===== src/rtl/apmc_defs.svh =====
// Offsets, field positions and reset values of the port clock configuration block.
`ifndef APMC_DEFS_SVH
`define APMC_DEFS_SVH

`define APMC_OFS_CFG_A 8'h13
`define APMC_OFS_CFG_B 8'h14
`define APMC_RST_CFG_A 8'h02
`define APMC_RST_CFG_B 8'h48

`define APMC_BIT_ROLE 7
`define APMC_BIT_CUSTOM 6
`define APMC_BIT_LOOP_OFF 5
`define APMC_BIT_GATE 4
`define APMC_BIT_FAMILY 3
`define APMC_REFCODE_MSB 2
`define APMC_REFCODE_LSB 0
`define APMC_RATE_MSB 7
`define APMC_RATE_LSB 4
`define APMC_RATIO_MSB 3
`define APMC_RATIO_LSB 0

`define APMC_RATE_LAST 4'h8
`define APMC_RATIO_LAST 4'hC

`endif


===== src/rtl/apmc_pkg.sv =====
// Types shared by the port clock configuration block.
`default_nettype none
package apmc_pkg;

	typedef enum logic [1:0] {
		APMC_ROOT_LOOP = 2'b00,
		APMC_ROOT_BCLK = 2'b01,
		APMC_ROOT_REF = 2'b10
	} apmc_root_t;

	typedef struct packed {
		logic [7:0] cfg_a;
		logic [7:0] cfg_b;
		logic [7:0] rdata;
		logic bclk_s1;
		logic bclk_s2;
		logic fs_s1;
		logic fs_s2;
		logic ref_s1;
		logic ref_s2;
		logic bclk_o;
		logic fs_o;
		logic oe;
		logic loop_en;
		apmc_root_t root_sel;
		logic root_lvl;
		logic rates_used;
		logic run;
		logic [31:0] inc;
		logic [31:0] ref_hz;
		logic [11:0] ratio;
	} apmc_top_st_t;

	typedef struct packed {
		logic ref_d1;
		logic [32:0] acc;
		logic bclk;
		logic fs;
		logic [11:0] cnt;
	} apmc_gen_st_t;

endpackage
`default_nettype wire


===== src/rtl/apmc_gen_if.sv =====
// Carrier between the configuration logic and the master clock generator.
`default_nettype none
interface apmc_gen_if;
	logic run;
	logic ref_level;
	logic [31:0] inc;
	logic [31:0] ref_hz;
	logic [11:0] ratio;
	logic bclk;
	logic fs;

	modport cfg (output run, output ref_level, output inc, output ref_hz, output ratio,
		input bclk, input fs);
	modport gen (input run, input ref_level, input inc, input ref_hz, input ratio,
		output bclk, output fs);
endinterface
`default_nettype wire


===== src/rtl/apmc_clkgen.sv =====
// Master bit clock and frame sync generator paced by reference clock edges.
`default_nettype none
module apmc_clkgen (
	input wire logic mclk,
	input wire logic rst_n,
	apmc_gen_if.gen g
);
	apmc_pkg::apmc_gen_st_t s_q;
	apmc_pkg::apmc_gen_st_t s_d;
	logic [32:0] sum;

	// Each reference edge adds twice the bit clock rate; one wrap of the reference rate is
	// one half period. Only one toggle per reference edge is possible, so a bit clock above
	// half the reference rate saturates there.
	always_comb begin
		s_d = s_q;
		sum = s_q.acc + {1'b0, g.inc};
		s_d.ref_d1 = g.ref_level;
		if (!g.run) begin
			s_d.acc = 33'h000000000;
			s_d.bclk = 1'b0;
			s_d.fs = 1'b0;
			s_d.cnt = 12'h000;
		end else if (g.ref_level && !s_q.ref_d1) begin
			if (sum >= {1'b0, g.ref_hz}) begin
				s_d.acc = (sum - {1'b0, g.ref_hz} >= {1'b0, g.ref_hz}) ?
					33'h000000000 : sum - {1'b0, g.ref_hz};
				s_d.bclk = !s_q.bclk;
				if (s_q.bclk) begin
					// Frame sync changes with the falling bit clock, one bit period per frame.
					s_d.cnt = (s_q.cnt >= g.ratio - 12'h001) ? 12'h000 : s_q.cnt + 12'h001;
					s_d.fs = (s_q.cnt >= g.ratio - 12'h001);
				end
			end else begin
				s_d.acc = sum;
			end
		end
	end

	always_ff @(posedge mclk) begin
		if (!rst_n) begin
			s_q <= '0;
		end else begin
			s_q <= s_d;
		end
	end

	assign g.bclk = s_q.bclk;
	assign g.fs = s_q.fs;
endmodule
`default_nettype wire


===== src/rtl/apmc_top.sv =====
// Serial audio port master/slave clock configuration registers and clock control.
`default_nettype none
`include "apmc_defs.svh"
module apmc_top (
	input wire logic mclk,
	input wire logic rst_n,
	input wire logic [7:0] reg_addr,
	input wire logic [7:0] reg_wdata,
	input wire logic reg_wr,
	input wire logic reg_rd,
	output logic [7:0] reg_rdata,
	input wire logic reference_by_ratio_mode,
	input wire logic [2:0] reference_ratio_code,
	input wire logic loop_off_root_source,
	input wire logic custom_loop_enable,
	input wire logic [31:0] custom_bclk_hz,
	input wire logic ref_clk_in,
	input wire logic bclk_in,
	output logic bclk_out,
	output logic bclk_oe,
	input wire logic frame_sync_in,
	output logic frame_sync_out,
	output logic frame_sync_oe,
	output logic loop_enable,
	output logic [1:0] root_select,
	output logic root_level,
	output logic rates_in_use
);
	apmc_pkg::apmc_top_st_t s_q;
	apmc_pkg::apmc_top_st_t s_d;
	apmc_gen_if g ();

	// ---------------------------------------------------------------
	// Rate tables
	// ---------------------------------------------------------------
	function automatic logic [31:0] rate_hz(input logic [3:0] code, input logic fam);
		logic [31:0] r;
		r = 32'h00000000;
		unique case (code)
			4'h0: r = fam ? 32'h00001CB6 : 32'h00001F40;
			4'h1: r = fam ? 32'h0000396C : 32'h00003E80;
			4'h2: r = fam ? 32'h00005622 : 32'h00005DC0;
			4'h3: r = fam ? 32'h000072D8 : 32'h00007D00;
			4'h4: r = fam ? 32'h0000AC44 : 32'h0000BB80;
			4'h5: r = fam ? 32'h00015888 : 32'h00017700;
			4'h6: r = fam ? 32'h0002B110 : 32'h0002EE00;
			4'h7: r = fam ? 32'h00056220 : 32'h0005DC00;
			4'h8: r = fam ? 32'h000AC440 : 32'h000BB800;
			default: r = 32'h00000000;
		endcase
		return r;
	endfunction

	function automatic logic [11:0] ratio_val(input logic [3:0] code);
		logic [11:0] r;
		r = 12'h000;
		unique case (code)
			4'h0: r = 12'h010;
			4'h1: r = 12'h018;
			4'h2: r = 12'h020;
			4'h3: r = 12'h030;
			4'h4: r = 12'h040;
			4'h5: r = 12'h060;
			4'h6: r = 12'h080;
			4'h7: r = 12'h0C0;
			4'h8: r = 12'h100;
			4'h9: r = 12'h180;
			4'hA: r = 12'h200;
			4'hB: r = 12'h400;
			4'hC: r = 12'h800;
			default: r = 12'h000;
		endcase
		return r;
	endfunction

	function automatic logic [31:0] ref_code_hz(input logic [2:0] code);
		logic [31:0] r;
		r = 32'h00000000;
		unique case (code)
			3'h0: r = 32'h00B71B00;
			3'h1: r = 32'h00BB8000;
			3'h2: r = 32'h00C65D40;
			3'h3: r = 32'h00F42400;
			3'h4: r = 32'h0124F800;
			3'h5: r = 32'h012C4B00;
			3'h6: r = 32'h016E3600;
			3'h7: r = 32'h01770000;
		endcase
		return r;
	endfunction

	function automatic logic [11:0] ref_mult(input logic [2:0] code);
		logic [11:0] r;
		r = 12'h000;
		unique case (code)
			3'h0: r = 12'h040;
			3'h1: r = 12'h100;
			3'h2: r = 12'h180;
			3'h3: r = 12'h200;
			3'h4: r = 12'h300;
			3'h5: r = 12'h400;
			3'h6: r = 12'h600;
			3'h7: r = 12'h900;
		endcase
		return r;
	endfunction

	// ---------------------------------------------------------------
	// Next state
	// ---------------------------------------------------------------
	logic master;
	logic custom;
	logic [3:0] rate_code;
	logic [3:0] ratio_code;
	logic [31:0] fs_hz;
	logic [63:0] prod;
	logic [63:0] ref_prod;
	logic codes_ok;

	always_comb begin
		s_d = s_q;
		master = s_q.cfg_a[`APMC_BIT_ROLE];
		custom = s_q.cfg_a[`APMC_BIT_CUSTOM];
		rate_code = s_q.cfg_b[`APMC_RATE_MSB:`APMC_RATE_LSB];
		ratio_code = s_q.cfg_b[`APMC_RATIO_MSB:`APMC_RATIO_LSB];
		fs_hz = rate_hz(rate_code, s_q.cfg_a[`APMC_BIT_FAMILY]);
		prod = {32'h00000000, fs_hz} * {52'h0000000000000, ratio_val(ratio_code)} * 64'h2;
		ref_prod = {32'h00000000, fs_hz} * {52'h0000000000000, ref_mult(reference_ratio_code)};
		// Reserved codes are left to software to avoid; the generator simply stays idle.
		codes_ok = (rate_code <= `APMC_RATE_LAST) && (ratio_code <= `APMC_RATIO_LAST);

		if (reg_wr && reg_addr == `APMC_OFS_CFG_A) begin
			s_d.cfg_a = reg_wdata;
		end
		if (reg_wr && reg_addr == `APMC_OFS_CFG_B) begin
			s_d.cfg_b = reg_wdata;
		end
		if (reg_rd) begin
			unique case (reg_addr)
				`APMC_OFS_CFG_A: s_d.rdata = s_q.cfg_a;
				`APMC_OFS_CFG_B: s_d.rdata = s_q.cfg_b;
				default: s_d.rdata = 8'h00;
			endcase
		end

		s_d.bclk_s1 = bclk_in;
		s_d.bclk_s2 = s_q.bclk_s1;
		s_d.fs_s1 = frame_sync_in;
		s_d.fs_s2 = s_q.fs_s1;
		s_d.ref_s1 = ref_clk_in;
		s_d.ref_s2 = s_q.ref_s1;

		// Outside master and custom modes rate and ratio come from the bus, so the programmed fields go unused.
		s_d.rates_used = master || custom;
		s_d.ratio = ratio_val(ratio_code);
		s_d.inc = custom ? custom_bclk_hz : prod[31:0];
		s_d.ref_hz = reference_by_ratio_mode ? ref_prod[31:0] :
			ref_code_hz(s_q.cfg_a[`APMC_REFCODE_MSB:`APMC_REFCODE_LSB]);
		// The gate only stops the generator in master mode.
		s_d.run = master && !s_q.cfg_a[`APMC_BIT_GATE] && codes_ok;
		s_d.oe = master;
		s_d.bclk_o = g.bclk;
		s_d.fs_o = g.fs;

		s_d.loop_en = custom ? custom_loop_enable : !s_q.cfg_a[`APMC_BIT_LOOP_OFF];
		if (!master && !custom && s_q.cfg_a[`APMC_BIT_LOOP_OFF]) begin
			s_d.root_sel = loop_off_root_source ?
				apmc_pkg::APMC_ROOT_REF : apmc_pkg::APMC_ROOT_BCLK;
		end else begin
			s_d.root_sel = apmc_pkg::APMC_ROOT_LOOP;
		end
		unique case (s_q.root_sel)
			apmc_pkg::APMC_ROOT_BCLK: s_d.root_lvl = s_q.bclk_s2;
			apmc_pkg::APMC_ROOT_REF: s_d.root_lvl = s_q.ref_s2;
			default: s_d.root_lvl = 1'b0;
		endcase
	end

	// ---------------------------------------------------------------
	// State register
	// ---------------------------------------------------------------
	always_ff @(posedge mclk) begin
		if (!rst_n) begin
			s_q <= '0;
			s_q.cfg_a <= `APMC_RST_CFG_A;
			s_q.cfg_b <= `APMC_RST_CFG_B;
			s_q.loop_en <= 1'b1;
		end else begin
			s_q <= s_d;
		end
	end

	assign g.run = s_q.run;
	assign g.ref_level = s_q.ref_s2;
	assign g.inc = s_q.inc;
	assign g.ref_hz = s_q.ref_hz;
	assign g.ratio = s_q.ratio;

	apmc_clkgen u_gen (
		.mclk(mclk),
		.rst_n(rst_n),
		.g(g)
	);

	assign reg_rdata = s_q.rdata;
	assign bclk_out = s_q.bclk_o;
	assign bclk_oe = s_q.oe;
	assign frame_sync_out = s_q.fs_o;
	assign frame_sync_oe = s_q.oe;
	assign loop_enable = s_q.loop_en;
	assign root_select = s_q.root_sel;
	assign root_level = s_q.root_lvl;
	assign rates_in_use = s_q.rates_used;
endmodule
`default_nettype wire


===== config.mk =====
export PLATFORM = sky130hd
export DESIGN_NAME = apmc_top
export DESIGN_NICKNAME = d
export VERILOG_FILES = /design/src/rtl/apmc_pkg.sv /design/src/rtl/apmc_gen_if.sv /design/src/rtl/apmc_clkgen.sv /design/src/rtl/apmc_top.sv
export VERILOG_INCLUDE_DIRS = /design/src /design/src/rtl
export SDC_FILE = /design/constraint.sdc
export NUM_CORES = 1
export LEC_CHECK = 0
export BUFFER_PORTS_ARGS = -buffer_cell sky130_fd_sc_hd__buf_4
export CORE_ASPECT_RATIO = 0.75
export CORE_MARGIN = 2
export CORE_UTILIZATION = 35
export CTS_CLUSTER_SIZE = 24
export DETAILED_ROUTE_END_ITERATION = 8
export MAX_ROUTING_LAYER = met4
export PLACE_DENSITY = 0.54
export RECOVER_POWER = 50
export SYNTH_ARGS = -nofsm -noshare
export SYNTH_HDL_FRONTEND = slang
export SYNTH_SLANG_ARGS = --single-unit

===== constraint.sdc =====
create_clock -name mclk -period 13.5 [get_ports mclk]
set_clock_uncertainty 0.05 [all_clocks]
set_input_delay 4.05 -clock mclk [delete_from_list [all_inputs] [get_ports mclk]]
set_output_delay 4.05 -clock mclk [all_outputs]
set_load 0.01 [all_outputs]

# Yosys cells after proc, flatten, opt, wreduce, memory -nomap -nowiden
# Memory sizes are Yosys's and may differ from the RTL's. A register that Yosys moved wholly into a read port is not among the register bits.
# Cells that the tools add are included.
[classes] order_cmp=5 mul=2 n_mux=23 n_reduce_logical=22 addsub=4 n_eq_ne=12
[op_table] cell="20-bit case mux with 9 select lines" n=1
[op_table] cell="33-bit by 32-bit >= comparator with 1-bit output" n=2
[op_table] cell="33-bit two-way mux" n=2
[op_table] cell="32-bit two-way mux" n=2
[op_table] cell="12-bit two-way mux" n=3
[op_table] cell="33-bit by 32-bit adder with 33-bit output" n=1
[op_table] cell="33-bit by 32-bit subtractor with 33-bit output" n=1
[op_table] cell="32-bit by 12-bit multiplier with 31-bit output" n=1
[op_table] cell="32-bit by 12-bit multiplier with 32-bit output" n=1
[op_table] cell="17-bit two-way mux" n=1
[op_table] cell="4-bit by 3-bit == test with 1-bit output, second input constant" n=4
[op_table] cell="8-bit by 5-bit == test with 1-bit output, second input constant" n=2
[op_table] cell="16-bit two-way mux" n=1
[op_table] cell="8-bit case mux with 2 select lines" n=1
[op_table] cell="15-bit two-way mux" n=1
[op_table] cell="14-bit two-way mux" n=1
[op_table] cell="13-bit two-way mux" n=1
[op_table] cell="12-bit by 1-bit adder with 12-bit output, second input constant" n=1
[op_table] cell="12-bit >= comparator" n=1
[op_table] cell="12-bit by 1-bit subtractor with 12-bit output, second input constant" n=1
[op_table] cell="11-bit two-way mux" n=1
[op_table] cell="10-bit two-way mux" n=1
[op_table] cell="4-bit by 2-bit == test with 1-bit output, second input constant" n=2
[op_table] cell="4-bit <= comparator, second input constant" n=2
[op_table] cell="15 further kinds" n=33
[totals] n_memories=4 output_inout_bits=17 regBits=161 inputBits=61 rom_bits=480
[mem_list] memory="(no name shown)" words=16 word_bits=9 read_ports=1 rd_ports_with_merged_regs=1 wr=0 line="apmc_top.sv:57" text="unique case (code)"
[mem_list] memory="(no name shown)" words=16 word_bits=9 read_ports=1 rd_ports_with_merged_regs=1 wr=0 line="apmc_top.sv:57"
[mem_list] memory="(no name shown)" words=8 word_bits=18 read_ports=1 rd_ports_with_merged_regs=1 wr=0 line="apmc_top.sv:79" text="unique case (code)"
[mem_list] memory="(no name shown)" words=8 word_bits=6 read_ports=1 rd_ports_with_merged_regs=0 wr=0 line="apmc_top.sv:95" text="unique case (code)"

# Depth between registers and ports, before layout
[depth] word_depth=5 ltp_mapped=34

# Cells and area by module
# Synthesis repeated with hierarchy kept, for this count alone.
[hier_totals] cells_unflattened=2504 hier_area_um2=21120.3
[by_module_without_submodules] module="apmc_top" seq_area_each_um2=2622.5 cells_each=1613 area_per_inst_um2=14381.3 instances=1
[by_module_without_submodules] module="apmc_clkgen" seq_area_each_um2=960.9 cells_each=891 area_per_inst_um2=6739.0 instances=1

# Least setup slack after synthesis
# OpenSTA, ideal clock, no wires.
[synth_path] kind="input-to-reg" from="input port reference_ratio_code[2]" to="register s_q (netlist bit g.ref_hz[30])" required_ns=13.330 path_slack_ns=3.617 n_path_buf=3 stages=24 setup_time_ns=0.120 arrival_time_ns=9.713 cell_sequence="clkbuf_1 -> and2_1 -> clkbuf_1 -> clkbuf_1 -> nand2_1 -> fa_1 -> fa_1 -> fa_1 -> inv_1 -> ha_1 -> ha_1 -> ha_1 -> fa_1 -> a21o_1 -> a21oi_1 -> o21bai_1 -> a31o_2 -> nor2b_1 -> o31ai_1 -> o21ai_0 -> a21oi_1 -> o21ai_0 -> xnor2_1 -> nor2_1"
[synth_via] elab_chain_cells=3
[synth_lines] element="start: declaration" line="apmc_top.sv:13" text="input wire logic [2:0] reference_ratio_code,"
[synth_lines] element="memory 8 x 6 bit"
[synth_lines] element="32-bit by 12-bit multiplier with 32-bit output" line="apmc_top.sv:128" text="ref_prod = {32'h00000000, fs_hz} * {52'h0000000000000, ref_mult(reference_ratio_code)};"
[synth_lines] element="32-bit two-way mux" line="apmc_top.sv:157" text="s_d.ref_hz = reference_by_ratio_mode ? ref_prod[31:0] :"
[synth_lines] element="end: declaration" line="apmc_top.sv:29" text="apmc_pkg::apmc_top_st_t s_q;"
# Every way passes these cells.
# A chain may end at the register's enable or synchronous reset.

# Worst setup path after layout
[layout_path] from="input port reference_ratio_code[0]" to="register s_q (netlist bit g.ref_hz[30])"
# Same word-level chain as after synthesis.

==> results.txt <==
* Worst flop-to-flop path startpoint: rate_code[0]
* FF-to-FF End: g.inc[28]
- Of the total synthesized cell area, the portion taken by full adders, half adders and majority gates is 0.3487.
* Number of buffers between clock root and the deepest sink: 2
- STA classifies the critical path startpoint as an input port.
- The share of synthesized area in the top cell type comes to 0.1926.
* Placer congestion estimate: between 0.8 and 0.9
* Leakage: 10.44 nW
* Total congestion overflow: 0
- Arrival time of data at the critical path endpoint: 10.46 ns
- Clock-pin slew was measured on the worst setup and hold paths at 0.07 ns.
- Across the run, the number of max-cap violations was 2.
- Internal power of the cells: 1.064 mW
* 1st-pass router iterations: 5
* Combinational family with the most area after synthesis: adder cells
* Cell taking the most area after synthesis: sky130_fd_sc_hd__fa_1
* Outcome: complete, but fails checks
- Setup repair after global routing left no endpoint under its margin.
- Multiplexer area fraction after synthesis: 0.02663
* Mean number of vias per cell: 5.095
- Fin Setup TNS: 0 ns
- For this design, the CTS-stage hold fixing added 0 buffers.
- The signal on the critical path passes through buf_4, inv_1, ha_1, nor2b_1, nand2_1, fa_1, inv_1, fa_1, fa_1, ha_1, ha_1, fa_1, a21o_1, a21oi_1, o21bai_1, a31o_2, nor2b_1, o31ai_1, o21ai_0, a21oi_1, o21ai_0, xnor2_1, nor2_1.
* Die Ht: 209.2 µm
- The number of gates resized after CTS was 0.
* Wire length of the first global-routing pass: 84300 µm
- Max-slew headroom: -0.6764
- Htree depth: 4
- Clk_lat worst skew: 0.46 ns
- Measured in cells, the most critical reg-to-reg path has a length of 27.
- Portion of the post-synthesis area used by sequential elements: 0.1824
- Post-Synthesis Cell Area: 19640 µm²
* Final period util: 0.7533
* Most used flip-flop cell after synthesis: sky130_fd_sc_hd__dfxtp_1
* Port-buffer cells: 76
* Number of global-route vias before repair: roughly 16000
- After detailed routing, the average wire length per cell comes to 17.06 µm.
- Worst setup path category: in2reg
* Fraction of synthesized cell area in xor and xnor cells: 0.04949
- Detailed placement finished with a half-perimeter wire length of 41200 µm.
* Detailed-route via count: 15450
- TritonCTS built the clock tree.
- For this run, the total global-route usage over all layers was measured as 0.1869.
- For this configuration, the core starts out at a cell density of 0.3524.
* Overall die width: 277.6 µm
- The die covers ~58000 µm².
- CTS placed an instance of sky130_fd_sc_hd__clkbuf_16 at the clock tree root.
* Total power: 1.610 mW
- Master of the slowest instance on the critical path: sky130_fd_sc_hd__nor2b_1
- Number of antenna violations at the first check in global routing: 1
- In this run the power density over the cells is 75.16 nW/µm².
- TritonCTS created 17 clock buffers.
* Number of design-rule violations left by the first detailed-router iteration: between 700 and 800
- Pin placement for this block handled 78 I/O pins.
- The share of total power dissipated in the clock network is 0.328.
- In this run the most critical hold path is launched from s_d[89].
* Minimum clock period after layout: 10.17 ns
- Drt total wl: 51760 µm
- Maximum number of pins on one net before global-route repair: 65
- The number of hold violations in the final report was 0.
- The analysis attributes to net switching a power of 0.5457 mW.
- Total setup violations reported at the end of the flow: 0
- Core Box Area: roughly 56000 µm²
- Total nets after synthesis: 2768
- Antenna violation net count after detailed routing: 0
- Sequential Power Share: 0.339
- Setup Fix Bufs, Post-CTS: 0
* Count of warnings emitted by yosys: 0
* Cells on Worst Hold Path: 1
* Cell with the most instances on the worst path: sky130_fd_sc_hd__fa_1
- After synthesis the netlist holds a flip-flop and latch count of 179.
- Number of cell rows: 75
* Top post-synthesis cells by area: sky130_fd_sc_hd__fa_1, sky130_fd_sc_hd__dfxtp_1, sky130_fd_sc_hd__ha_1, sky130_fd_sc_hd__nand2_1, sky130_fd_sc_hd__inv_1
- Violations in the final reports: capacitance limit, slew limit
* Max Clock Freq: 0.09834 GHz
- The net count of the finished layout is 2784.
* Share of final-layout standard cells stronger than drive strength 1: 0.06519
- Reg2reg setup slack: 4.78 ns
- Switching part of the total: 0.3389
* Max rail drop VDD: 0.09746 mV
- Least-Margin Pin Slew: between 2 and 3 ns
- Of the total synthesized cell area, the portion taken by AND, OR, NAND and NOR gates is 0.1964.
* Number of standard cells after synthesis: 2273
- The final max-slew violation count is between 80 and 90.
* Count of unresolved DRC violations after routing: 0
* Proportion of register bits with asynchronous set or reset after synthesis: 0
* Complex-gate fraction of the synthesized area: 0.1273
- Library cells used by synthesis: between 80 and 90
* Avg Synthesized Cell Area: 8.642 µm²
- Post-synthesis to final-layout area growth: 9.058%
* Proportion of power drawn by combinational gates: 0.333
- Maximum fanout along the worst path: 16
- Post-synth EDFFs: 0
* Clock tree sinks: roughly 180
- Element type at the critical path end: flop
- Required time reported for the critical path endpoint: 13.79 ns
* Hold WC Path Type: reg2reg
* Hold Crit Endpoint: s_q[89]
* Peak per-stage delay on the critical path: around 0.95 ns
==> critical path, delay by kind of cell <==
kind	cells	cell delay, ns
AO/OA/AOI/OAI	8	1.86
XOR/XNOR	1	0.15
adder cells (fa/ha/maj)	7	2.80
buffers and inverters	3	0.24
AND/OR/NAND/NOR	4	1.34
==> Yosys cell counts, types with 4 or more instances <==
cell                          n
sky130_fd_sc_hd__dfxtp_1    179
sky130_fd_sc_hd__a21oi_1     91
sky130_fd_sc_hd__ha_1       245
sky130_fd_sc_hd__o21ai_0     61
sky130_fd_sc_hd__xnor2_1     79
sky130_fd_sc_hd__a31o_2       4
sky130_fd_sc_hd__mux2i_1     50
sky130_fd_sc_hd__o21a_1      17
sky130_fd_sc_hd__clkbuf_1    75
sky130_fd_sc_hd__a21boi_0     8
sky130_fd_sc_hd__a21o_1      48
sky130_fd_sc_hd__a2111oi_0    6
sky130_fd_sc_hd__nand3_1     46
sky130_fd_sc_hd__nor2_1     107
sky130_fd_sc_hd__nor4_1       7
sky130_fd_sc_hd__buf_4       12
sky130_fd_sc_hd__nand4_1     12
sky130_fd_sc_hd__a31oi_1     14
sky130_fd_sc_hd__a211oi_1     7
sky130_fd_sc_hd__a22oi_1     16
sky130_fd_sc_hd__nand2b_1    26
sky130_fd_sc_hd__xor2_1      32
sky130_fd_sc_hd__inv_1      239
sky130_fd_sc_hd__and3_1      24
sky130_fd_sc_hd__nand2_1    308
sky130_fd_sc_hd__o21ai_1     20
sky130_fd_sc_hd__o21bai_1    13
sky130_fd_sc_hd__nor2b_1     38
sky130_fd_sc_hd__o211a_1     11
sky130_fd_sc_hd__fa_1       189
sky130_fd_sc_hd__nor3_1      40
sky130_fd_sc_hd__and2_1     129
sky130_fd_sc_hd__or3_1        8
sky130_fd_sc_hd__buf_1       12
sky130_fd_sc_hd__o211ai_1     5
sky130_fd_sc_hd__and4_1       5
sky130_fd_sc_hd__a221oi_1     6
sky130_fd_sc_hd__o31ai_1      6
sky130_fd_sc_hd__nor3b_1      4
==> layout by cell type (no fill, tap or decap), drive strengths merged, types with 79 or more instances in the layout <==
master,netlist,final
fa,189,189
ha,245,245
buf,29,82
inv,240,247
nand2,308,308
and2,129,129
o21ai,82,82
nor2,108,108
dfxtp,179,179
xnor2,79,79
a21oi,94,94
==> cell type report <==
cell class / instances / area [µm²]
Antenna cell: 1 / 2.502
Tap cell: 731 / 914.6
Inverter: 240 / 900.9
Multi-Input combinational cell: 1750 / 14730
Clock buffer: 20 / 466.7
Sequential cell: 179 / 3585
Fill cell: 5761 / 34320
Clock inverter: 11 / 138.9
Timing Repair Buffer: 101 / 686.9
==> metrics by stage <==
step                area, µm²  utilization  worst slack, ns  cells  hold WS (ns)
floorplan               19640            -            3.617   2273        0.3619
global placement        20890       0.3747            2.870   3001        0.3643
detailed placement      20890       0.3747            2.818   3001        0.3741
CTS                     21490       0.3856            3.287   3032        0.3950
global route            21420       0.3843            2.815   3032        0.4140
finish                  21420       0.3843            3.331   3033        0.3987
==> cell families after synthesis <==
kind of cell	Yosys count
flip-flops	179
adder cells (fa/ha/maj)	434
multiplexers	52
XOR/XNOR	111
buffers and inverters	344
AO/OA/AOI/OAI	372
AND/OR/NAND/NOR	781
==> worst max-delay path by stage <==
stage                                       start            to  slack (ns)
after floorplan           reference_ratio_code[2]  g.ref_hz[30]        3.62
after global placement    reference_ratio_code[0]  g.ref_hz[30]        2.87
after detailed placement  reference_ratio_code[0]  g.ref_hz[30]        2.82
after CTS                 reference_ratio_code[0]  g.ref_hz[30]        3.29
after global routing      reference_ratio_code[0]  g.ref_hz[30]        2.81
final                     reference_ratio_code[0]  g.ref_hz[30]        3.33
==> power by group through the flow <==
stage / Clock, mW / Combinational (mW) / Sequential (mW)
after detailed placement: 0 / 0.534 / 0.559
final: 0.528 / 0.535 / 0.546
after CTS: 0.539 / 0.540 / 0.547
after floorplan: 0 / 0.414 / 0.556
after global routing: 0.561 / 0.607 / 0.547
after global placement: 0 / 0.528 / 0.559
==> routing by layer <==
metal	global-route usage	share of wire	vias up
met3	0.02683	0.040	55
met1	0.2594	0.50	7496
met5	-	0	-
li1	-	-	7586
met2	0.2852	0.44	316
met4	0.04977	0.021	0
Note: power is estimated with default switching activity, not from simulation.
